`config.mk`:
```
export PLATFORM = sky130hd
export DESIGN_NAME = eci_ext_ctrl
export DESIGN_NICKNAME = d
export VERILOG_FILES = /design/src/eci_pkg.sv /design/src/eci_ext_ctrl.sv /design/src/eci_sw_timer.sv /design/src/eci_axil_slave.sv
export VERILOG_INCLUDE_DIRS = /design/src
export SDC_FILE = /design/constraint.sdc
export NUM_CORES = 1
export LEC_CHECK = 0
export CAP_MARGIN = 20
export CORE_MARGIN = 4
export CORE_UTILIZATION = 65
export CTS_CLUSTER_DIAMETER = 40
export DETAILED_ROUTE_END_ITERATION = 10
export DONT_BUFFER_PORTS = 1
export MAX_ROUTING_LAYER = met4
export PLACE_DENSITY = 0.81
export SETUP_SLACK_MARGIN = 0.3
export SLEW_MARGIN = 20
export SYNTH_ARGS = -nofsm -noshare
export SYNTH_HDL_FRONTEND = slang
export SYNTH_HIERARCHICAL = 1
export SYNTH_SLANG_ARGS = --single-unit
```
`constraint.sdc`:
```
create_clock -name sys_clk -period 2.9 [get_ports sys_clk]
set_input_delay 0.145 -clock sys_clk [delete_from_list [all_inputs] [get_ports sys_clk]]
set_output_delay 0.145 -clock sys_clk [all_outputs]
set_load 0.03 [all_outputs]
```
`src/eci_params.svh`:
```
`ifndef ECI_PARAMS_SVH
`define ECI_PARAMS_SVH
// Register byte offsets
`define ECI_OFS_RING 8'h00
`define ECI_OFS_XCTL 8'h04
`define ECI_OFS_CTRL 8'h08
`define ECI_OFS_TMR 8'h0c
`define ECI_OFS_MISC 8'h10
// Ring length field
`define ECI_RX_RING_LEN_CODE_MSB 11
`define ECI_RX_RING_LEN_CODE_LSB 8
// Extended control bit positions
`define ECI_B_QSE 15
`define ECI_B_TAG 14
`define ECI_B_DMD 13
`define ECI_B_APD 12
`define ECI_B_STF 11
`define ECI_B_STE 10
`define ECI_B_MRF 9
`define ECI_B_MRE 8
// Control and misc bit positions
`define ECI_B_SUSP 0
`define ECI_B_STOP 2
`define ECI_B_EADS 3
`define ECI_TMR_MSB 5
// Reset values
`define ECI_RST_STOP 1'b1
`define ECI_RST_RELOAD 6'h3f
`define ECI_RST_COUNT 6'h3f
// Timer tick timing
`define ECI_CLK_NS 20
`define ECI_TICK_NS 10240
`define ECI_TICK_CYC (`ECI_TICK_NS / `ECI_CLK_NS)
// Bus responses and widths
`define ECI_RESP_OK 2'b00
`define ECI_RESP_ERR 2'b10
`define ECI_AW 8
`endif

```
`src/eci_pkg.sv`:
```
`include "eci_params.svh"
package eci_pkg;
  // AXI4-Lite master to slave signals
  typedef struct packed {
    logic awvalid;
    logic [`ECI_AW-1:0] awaddr;
    logic wvalid;
    logic [31:0] wdata;
    logic [3:0] wstrb;
    logic bready;
    logic arvalid;
    logic [`ECI_AW-1:0] araddr;
    logic rready;
  } eci_axil_req_s;
  // AXI4-Lite slave to master signals
  typedef struct packed {
    logic awready;
    logic wready;
    logic bvalid;
    logic [1:0] bresp;
    logic arready;
    logic rvalid;
    logic [31:0] rdata;
    logic [1:0] rresp;
  } eci_axil_rsp_s;
  // Suspend sequencer states
  typedef enum logic [1:0] {
    SUSP_RUN = 2'b00,
    SUSP_DRAIN = 2'b01,
    SUSP_HALT = 2'b10
  } eci_susp_e;
endpackage

```
`src/eci_ext_ctrl.sv`:
```
// Overview of operation
// Init load copies the receive ring length code into bits 11-8.
// Ring length reads only under stop or suspend; writes ignored. Code also shows it in SUSP_DRAIN, before the suspend bit reads one.
// Bits 7-0 of the ring length word read zero always.
// Interrupt flags clear by writing one; read value written back clears.
// Quick suspend finishes started DMA and frames, then starts nothing.
// Flushing suspend drains all buffered frames before suspending.
// Suspend request write picks quick or flushing mode at that moment.
// Quick suspend enable always R/W; cleared by resets or stop.
// Frame tag enable inserts tags when selected; hard reset clears only.
// Receive demand fetches descriptors at once; inert with receiver off.
// Demand set by writing one, cleared on fetch or hard reset.
// Autopoll disable stops timed polling; software must use demand.
// Autopoll disable cleared only by hard reset.
// Timer zero sets its flag, reloads six-bit value, keeps counting.
// Timer flag clears by writing one; hard reset only.
// Timer enable lets flag raise summary interrupt; hard reset clears.
// The PHY drives management data low during read turnaround.
// Data not low in turnaround sets the management read error flag.
// Read error flag clears by writing one; hard reset only.
// Read error enable lets flag raise summary; hard reset clears.
// Software polls suspend bit until one before assuming suspended.
// Summary interrupt is OR of flags ANDed with enables.
//
// Our own choices: the register offsets and the AXI4-Lite slave port.
`timescale 1ns/1ns
`include "eci_params.svh"
module eci_ext_ctrl (
  // Clock and reset
  input wire logic sys_clk,
  input wire logic sys_rst,
  // Register bus
  input wire eci_pkg::eci_axil_req_s axi_req,
  output eci_pkg::eci_axil_rsp_s axi_rsp,
  // Soft reset and initialization
  input wire logic soft_reset,
  input wire logic init_load,
  input wire logic [3:0] init_rx_ring_len,
  // Receive descriptor polling and tagging
  input wire logic receiver_on,
  input wire logic poll_tick,
  input wire logic rx_desc_fetched,
  output logic rx_desc_fetch_req,
  output logic rx_tag_insert,
  // Datapath activity for suspend
  input wire logic dma_busy,
  input wire logic tx_frame_busy,
  input wire logic rx_frame_busy,
  input wire logic tx_buffered,
  input wire logic rx_buffered,
  output logic halt_intake,
  output logic halt_all,
  output logic suspended,
  // Management read turnaround check
  input wire logic mgmt_turnaround_strobe,
  input wire logic mgmt_data_in,
  // Interrupt
  output logic summary_interrupt
);
  import eci_pkg::*;
  logic wr_en, wr_ok, rd_ok, tmr_expire;
  logic [`ECI_AW-1:0] wr_addr, rd_addr;
  logic [31:0] wr_data, rd_data;
  logic [3:0] wr_strb;
  logic [3:0] rx_ring_len_code;
  logic quick_suspend_enable, rx_frame_tag_enable, rx_poll_demand;
  logic rx_autopoll_disable, sw_timer_irq_flag, sw_timer_irq_enable;
  logic mgmt_read_error_flag, mgmt_read_error_enable;
  logic stop_reg, fast_reg, poll_pend_reg, ext_addr_detect_select;
  logic [`ECI_TMR_MSB:0] sw_timer_reload;
  eci_susp_e state_reg, state_next;
  logic [31:0] ring_rd, xctl_rd, ctrl_rd, tmr_rd, misc_rd;

  // Bus slave front end
  eci_axil_slave u_bus (
    .sys_clk(sys_clk),
    .sys_rst(sys_rst),
    .req(axi_req),
    .rsp(axi_rsp),
    .wr_en(wr_en),
    .wr_addr(wr_addr),
    .wr_data(wr_data),
    .wr_strb(wr_strb),
    .wr_ok(wr_ok),
    .rd_addr(rd_addr),
    .rd_data(rd_data),
    .rd_ok(rd_ok)
  );

  // Software timer with reload
  eci_sw_timer u_tmr (
    .sys_clk(sys_clk),
    .sys_rst(sys_rst),
    .reload(sw_timer_reload),
    .expire(tmr_expire)
  );

  // Address decode and byte lane masking
  wire hit_ring = (wr_addr == `ECI_OFS_RING);
  wire hit_xctl = (wr_addr == `ECI_OFS_XCTL);
  wire hit_ctrl = (wr_addr == `ECI_OFS_CTRL);
  wire hit_tmr = (wr_addr == `ECI_OFS_TMR);
  wire hit_misc = (wr_addr == `ECI_OFS_MISC);
  assign wr_ok = hit_ring | hit_xctl | hit_ctrl | hit_tmr | hit_misc;
  wire [15:0] wmask = {{8{wr_strb[1]}}, {8{wr_strb[0]}}};
  wire [15:0] wbits = wr_data[15:0] & wmask;
  wire wr_x = wr_en & hit_xctl;
  wire wr_c = wr_en & hit_ctrl;

  // Control strobes
  wire stop_set = wr_c & wbits[`ECI_B_STOP];
  wire susp_kill = soft_reset | stop_set;
  wire susp_wr = wr_c & wmask[`ECI_B_SUSP];
  wire susp_go = susp_wr & wr_data[`ECI_B_SUSP] & !stop_reg & !susp_kill;
  wire susp_leave = susp_wr & !wr_data[`ECI_B_SUSP];
  wire mgmt_err_evt = mgmt_turnaround_strobe & mgmt_data_in;

  // Ring length copy, kept across every reset
  always_ff @(posedge sys_clk)
  begin
    if (init_load)
      rx_ring_len_code <= init_rx_ring_len;
  end

  // Bits cleared by hard reset, soft reset or stop
  always_ff @(posedge sys_clk or posedge sys_rst)
  begin
    if (sys_rst)
      quick_suspend_enable <= 1'b0;
    else if (susp_kill)
      quick_suspend_enable <= 1'b0;
    else if (wr_x & wmask[`ECI_B_QSE])
      quick_suspend_enable <= wr_data[`ECI_B_QSE];
  end

  // Bits cleared by hard reset only
  always_ff @(posedge sys_clk or posedge sys_rst)
  begin
    if (sys_rst)
    begin
      rx_frame_tag_enable <= 1'b0;
      rx_autopoll_disable <= 1'b0;
      sw_timer_irq_enable <= 1'b0;
      mgmt_read_error_enable <= 1'b0;
    end
    else if (wr_x)
    begin
      if (wmask[`ECI_B_TAG])
        rx_frame_tag_enable <= wr_data[`ECI_B_TAG];
      if (wmask[`ECI_B_APD])
        rx_autopoll_disable <= wr_data[`ECI_B_APD];
      if (wmask[`ECI_B_STE])
        sw_timer_irq_enable <= wr_data[`ECI_B_STE];
      if (wmask[`ECI_B_MRE])
        mgmt_read_error_enable <= wr_data[`ECI_B_MRE];
    end
  end

  // Sticky flags, a new event beats a same-cycle clear
  always_ff @(posedge sys_clk or posedge sys_rst)
  begin
    if (sys_rst)
    begin
      sw_timer_irq_flag <= 1'b0;
      mgmt_read_error_flag <= 1'b0;
    end
    else
    begin
      if (tmr_expire)
        sw_timer_irq_flag <= 1'b1;
      else if (wr_x & wbits[`ECI_B_STF])
        sw_timer_irq_flag <= 1'b0;
      if (mgmt_err_evt)
        mgmt_read_error_flag <= 1'b1;
      else if (wr_x & wbits[`ECI_B_MRF])
        mgmt_read_error_flag <= 1'b0;
    end
  end

  // Receive demand and timed poll request
  always_ff @(posedge sys_clk or posedge sys_rst)
  begin
    if (sys_rst)
    begin
      rx_poll_demand <= 1'b0;
      poll_pend_reg <= 1'b0;
    end
    else
    begin
      if (wr_x & wbits[`ECI_B_DMD])
        rx_poll_demand <= 1'b1;
      else if (rx_desc_fetched)
        rx_poll_demand <= 1'b0;
      if (poll_tick & !rx_autopoll_disable & receiver_on)
        poll_pend_reg <= 1'b1;
      else if (rx_desc_fetched | rx_autopoll_disable)
        poll_pend_reg <= 1'b0;
    end
  end

  // Descriptor fetch only with the receiver on
  assign rx_desc_fetch_req = receiver_on &
    (rx_poll_demand | poll_pend_reg);
  assign rx_tag_insert = rx_frame_tag_enable &
    ext_addr_detect_select;

  // Own control, reload and configuration registers
  always_ff @(posedge sys_clk or posedge sys_rst)
  begin
    if (sys_rst)
    begin
      stop_reg <= `ECI_RST_STOP;
      sw_timer_reload <= `ECI_RST_RELOAD;
      ext_addr_detect_select <= 1'b0;
    end
    else
    begin
      if (wr_c & wmask[`ECI_B_STOP])
        stop_reg <= wr_data[`ECI_B_STOP];
      if (wr_en & hit_tmr & wr_strb[0])
        sw_timer_reload <= wr_data[`ECI_TMR_MSB:0];
      if (wr_en & hit_misc & wr_strb[0])
        ext_addr_detect_select <= wr_data[`ECI_B_EADS];
    end
  end

  // Suspend mode chosen at the request write
  always_ff @(posedge sys_clk or posedge sys_rst)
  begin
    if (sys_rst)
      fast_reg <= 1'b0;
    else if (susp_go & (state_reg == SUSP_RUN))
      fast_reg <= quick_suspend_enable;
  end

  // Conditions for completing the drain
  wire work_done = !dma_busy & !tx_frame_busy & !rx_frame_busy;
  wire bufs_empty = !tx_buffered & !rx_buffered;
  wire drain_done = work_done & (fast_reg | bufs_empty);

  // Suspend sequencer next state
  always_comb
  begin
    state_next = state_reg;
    unique case (state_reg)
      SUSP_RUN:
        if (susp_go)
          state_next = SUSP_DRAIN;
      SUSP_DRAIN:
        if (drain_done)
          state_next = SUSP_HALT;
      SUSP_HALT:
        state_next = SUSP_HALT;
      default:
        state_next = SUSP_RUN;
    endcase
    if (susp_kill | susp_leave)
      state_next = SUSP_RUN;
  end

  // Suspend sequencer state
  always_ff @(posedge sys_clk or posedge sys_rst)
  begin
    if (sys_rst)
      state_reg <= SUSP_RUN;
    else
      state_reg <= state_next;
  end

  // Datapath throttles
  assign halt_intake = (state_reg != SUSP_RUN);
  assign halt_all = (state_reg == SUSP_HALT) |
    ((state_reg == SUSP_DRAIN) & fast_reg);
  assign suspended = (state_reg == SUSP_HALT);

  // Summary interrupt
  always_ff @(posedge sys_clk or posedge sys_rst)
  begin
    if (sys_rst)
      summary_interrupt <= 1'b0;
    else
      summary_interrupt <= (sw_timer_irq_flag & sw_timer_irq_enable) |
        (mgmt_read_error_flag & mgmt_read_error_enable);
  end

  // Read words
  wire ring_vis = stop_reg | (state_reg != SUSP_RUN);
  always_comb
  begin
    ring_rd = '0;
    if (ring_vis)
      ring_rd[`ECI_RX_RING_LEN_CODE_MSB:`ECI_RX_RING_LEN_CODE_LSB] = rx_ring_len_code;
    xctl_rd = '0;
    xctl_rd[`ECI_B_QSE] = quick_suspend_enable;
    xctl_rd[`ECI_B_TAG] = rx_frame_tag_enable;
    xctl_rd[`ECI_B_DMD] = rx_poll_demand;
    xctl_rd[`ECI_B_APD] = rx_autopoll_disable;
    xctl_rd[`ECI_B_STF] = sw_timer_irq_flag;
    xctl_rd[`ECI_B_STE] = sw_timer_irq_enable;
    xctl_rd[`ECI_B_MRF] = mgmt_read_error_flag;
    xctl_rd[`ECI_B_MRE] = mgmt_read_error_enable;
    ctrl_rd = '0;
    ctrl_rd[`ECI_B_SUSP] = suspended;
    ctrl_rd[`ECI_B_STOP] = stop_reg;
    tmr_rd = '0;
    tmr_rd[`ECI_TMR_MSB:0] = sw_timer_reload;
    misc_rd = '0;
    misc_rd[`ECI_B_EADS] = ext_addr_detect_select;
  end

  // Read selection
  wire rd_ring = (rd_addr == `ECI_OFS_RING);
  wire rd_xctl = (rd_addr == `ECI_OFS_XCTL);
  wire rd_ctrl = (rd_addr == `ECI_OFS_CTRL);
  wire rd_tmr = (rd_addr == `ECI_OFS_TMR);
  wire rd_misc = (rd_addr == `ECI_OFS_MISC);
  assign rd_ok = rd_ring | rd_xctl | rd_ctrl | rd_tmr | rd_misc;
  assign rd_data = rd_ring ? ring_rd :
    rd_xctl ? xctl_rd :
    rd_ctrl ? ctrl_rd :
    rd_tmr ? tmr_rd :
    rd_misc ? misc_rd : '0;
endmodule // eci_ext_ctrl

```
`src/eci_sw_timer.sv`:
```
`timescale 1ns/1ns
`include "eci_params.svh"
module eci_sw_timer (
  // Clock and reset
  input wire logic sys_clk,
  input wire logic sys_rst,
  // Reload value and expiry pulse
  input wire logic [`ECI_TMR_MSB:0] reload,
  output logic expire
);
  logic [9:0] pre_reg;
  logic [`ECI_TMR_MSB:0] cnt_reg;
  logic tick;
  logic at_zero;
  // Prescaler tick and zero detect
  assign tick = (pre_reg == 10'(`ECI_TICK_CYC - 1));
  assign at_zero = (cnt_reg == '0);
  assign expire = tick & at_zero;
  // Down counter, reloads on the tick after it reaches zero
  always_ff @(posedge sys_clk or posedge sys_rst)
  begin
    if (sys_rst)
    begin
      pre_reg <= '0;
      cnt_reg <= `ECI_RST_COUNT;
    end
    else
    begin
      pre_reg <= tick ? '0 : pre_reg + 10'd1;
      if (tick)
        cnt_reg <= at_zero ? reload : cnt_reg - 6'd1;
    end
  end
endmodule // eci_sw_timer

```
`src/eci_axil_slave.sv`:
```
`timescale 1ns/1ns
`include "eci_params.svh"
module eci_axil_slave (
  // Clock and reset
  input wire logic sys_clk,
  input wire logic sys_rst,
  // Bus side
  input wire eci_pkg::eci_axil_req_s req,
  output eci_pkg::eci_axil_rsp_s rsp,
  // Register side write
  output logic wr_en,
  output logic [`ECI_AW-1:0] wr_addr,
  output logic [31:0] wr_data,
  output logic [3:0] wr_strb,
  input wire logic wr_ok,
  // Register side read
  output logic [`ECI_AW-1:0] rd_addr,
  input wire logic [31:0] rd_data,
  input wire logic rd_ok
);
  import eci_pkg::*;
  logic aw_reg, w_reg, bv_reg, rv_reg;
  logic [1:0] bresp_reg, rresp_reg;
  logic [31:0] rdata_reg;
  logic aw_rdy, w_rdy, ar_rdy, rd_en;
  // Ready terms and register strobes
  assign aw_rdy = !aw_reg & !bv_reg;
  assign w_rdy = !w_reg & !bv_reg;
  assign ar_rdy = !rv_reg;
  assign rd_en = req.arvalid & ar_rdy;
  assign rd_addr = req.araddr;
  assign wr_en = aw_reg & w_reg & !bv_reg;
  // Response bundle
  always_comb
  begin
    rsp = '0;
    rsp.awready = aw_rdy;
    rsp.wready = w_rdy;
    rsp.bvalid = bv_reg;
    rsp.bresp = bresp_reg;
    rsp.arready = ar_rdy;
    rsp.rvalid = rv_reg;
    rsp.rdata = rdata_reg;
    rsp.rresp = rresp_reg;
  end
  // Address and data capture in either order
  always_ff @(posedge sys_clk or posedge sys_rst)
  begin
    if (sys_rst)
    begin
      aw_reg <= 1'b0;
      w_reg <= 1'b0;
      wr_addr <= '0;
      wr_data <= '0;
      wr_strb <= '0;
    end
    else
    begin
      if (req.awvalid & aw_rdy)
      begin
        aw_reg <= 1'b1;
        wr_addr <= req.awaddr;
      end
      if (req.wvalid & w_rdy)
      begin
        w_reg <= 1'b1;
        wr_data <= req.wdata;
        wr_strb <= req.wstrb;
      end
      if (wr_en)
      begin
        aw_reg <= 1'b0;
        w_reg <= 1'b0;
      end
    end
  end
  // Write and read responses
  always_ff @(posedge sys_clk or posedge sys_rst)
  begin
    if (sys_rst)
    begin
      bv_reg <= 1'b0;
      bresp_reg <= `ECI_RESP_OK;
      rv_reg <= 1'b0;
      rresp_reg <= `ECI_RESP_OK;
      rdata_reg <= '0;
    end
    else
    begin
      if (wr_en)
      begin
        bv_reg <= 1'b1;
        bresp_reg <= wr_ok ? `ECI_RESP_OK : `ECI_RESP_ERR;
      end
      else if (req.bready)
        bv_reg <= 1'b0;
      if (rd_en)
      begin
        rv_reg <= 1'b1;
        rdata_reg <= rd_ok ? rd_data : '0;
        rresp_reg <= rd_ok ? `ECI_RESP_OK : `ECI_RESP_ERR;
      end
      else if (req.rready)
        rv_reg <= 1'b0;
    end
  end
endmodule // eci_axil_slave

```
==> out/results.tsv <==
metric	value	unit
leakage	0.00252	uW
nets	572	
cp_slowest_cell	or4_4	
period_share	85.1	%
hold_buffers	38	
grt_use_total	25.5	%
cts_buffers	9	
syn_inst	448	
clock_sinks	103	
dp_hpwl	7120	microns
grt_pass1_vias	3495	
crit_path_frequent_cell	or4_4	
layout_setup_ws	0.433	ns
outcome	complete, no violations	
vias_per_cell	5.50	
die_h	96.0	microns
rsz0062_at_grt	no	
hold_viol	0	
io_pins	122	
grt_max_degree	46	
antenna_found_initial	0	
largest_reg_flops	32	
start_util	68.0	%
antenna_left	0	
grt_pass1_wl	17100	microns
area_delta_synth_final	12.9	%
core_area	7410	sq um
syn_avg_cell_area	11.2	sq um
drt_pass1_iterations	4	
fmax	0.405	GHz
crit_fanout	7	
dr_total_vias	3271	
cap_violations	0	
start_kind	register	
relSlewSlack	38.2	%
antenna_cells	0	
layout_commonest_cell	dfrtp_1	
die_w	96.0	microns
fin_skew	0.0115	ns
critPathBufInv	0	
wl_per_cell	17.5	microns
fill_cells	484	
ir_worst_vdd	696	uV
crit_type	reg -> reg	
cp_cell_sequence	or4_4 > or4_4 > or4_4 > mux2_4	
drc_errors	0	
crit_required	3.15	ns
syn_area	5040	sq um
clk_latency	0.36	ns
worstPathArrival	2.72	ns
clock_path_buffers	2	
row_count	31	
power.total	3750	uW
final_core_util	76.8	%
drv_slew	0	
endpoint_kind	register	
numPortBuffers	0	
layout_min_cycle_time	2.47	ns
gp_congestion	0.895	
tightest_slew	0.925	ns
cts_resized	0	
drt_iter0_markers	140	
drive_above_1_share	17.7	%
htree_levels	3	
powerDensity	659	nW/um^2
die-area	9220	sq um
fin_setup_tns	0	ns
postCtsSetupBuffers	0	
path_delay_family	simple AND/OR/NAND/NOR gates	
cts-root-buf	clkbuf_8	
critPathMaxStageDelay	0.57	ns
dp_slack	0.478	ns
setup_violations	0	
cts_tree	done	
synth_warnings	6	
clk_pin_slew_worst_paths	0.09	ns
wirelength	10400	microns
hold_path.class	in -> reg	
final_cell_mix	dfrtp_1 (86), inv_1 (53), nand2_1 (49), dlygate4sd3_1 (38), mux2i_1 (37)	
grt_overflow	0	
final cells by class:
type,instances,area (sq um),share of cell area [%]
Tap cell,99,124,2.18
Multi-Input combinational cell,276,2060,36.2
Timing Repair Buffer,47,448,7.88
Inverter,54,203,3.56
Sequential cell,103,2610,46.0
Clock inverter,4,95.1,1.67
Clock buffer,12,145,2.55
worst reg2reg max path: cells and delay by family, from the launching register on:
family / cells / cell delay, ns
DFF: 1 / 0.41
muxes: 1 / 0.30
and+or+nand+nor: 3 / 1.65
final timing paths:
| check | start | endpoint | slack [ns] | cells past startpoint |
|---|---|---|---|---|
| setup / recovery | u_bus/wr_addr[0]$_DFFE_PP0P_ | fast_reg$_DFFE_PP0P_ | 0.43 | 4 |
| hold / removal | axi_req[4] | u_bus/rdata_reg[2]$_DFFE_PP0P_ | 0.04 | 4 |
| setup reg to reg | u_bus/wr_addr[0]$_DFFE_PP0P_ | fast_reg$_DFFE_PP0P_ | 0.43 | 4 |
| hold reg to reg | u_tmr/pre_reg[8]$_DFF_PP0_ | u_tmr/pre_reg[8]$_DFF_PP0_ | 0.48 | 1 |
| max in group asynchronous | sys_rst | u_bus/rdata_reg[0]$_DFFE_PP0P_ | 1.60 | 3 |
| min in group asynchronous | sys_rst | u_tmr/pre_reg[8]$_DFF_PP0_ | 0.38 | 2 |
metal layers:
layer / track usage [%] / part of all wire [%] / wire, microns
met4: 9.36 / 2.7 / 280
met5: - / 0 / 0
met2: 42.0 / 51 / 5300
met1: 30.3 / 40 / 4170
met3: 6.41 / 6.7 / 696
where the power goes:
group,switching (uW),internal (uW),total [uW]
Clock,470,597,1070
Combinational,340,409,749
Sequential,256,1680,1930
stage by stage:
step / cell area (sq um) / cells / hold slack [ns]
5_1_grt: 5690 / 595 / 0.0398
2_1_floorplan: 5110 / 466 / 0.0544
3_5_place_dp: 5070 / 541 / 0.143
4_1_cts: 5690 / 595 / 0.0322
3_3_place_gp: 5070 / 541 / 0.133
6_report: 5690 / 595 / 0.0425
Power figures use the tool's default switching activity.
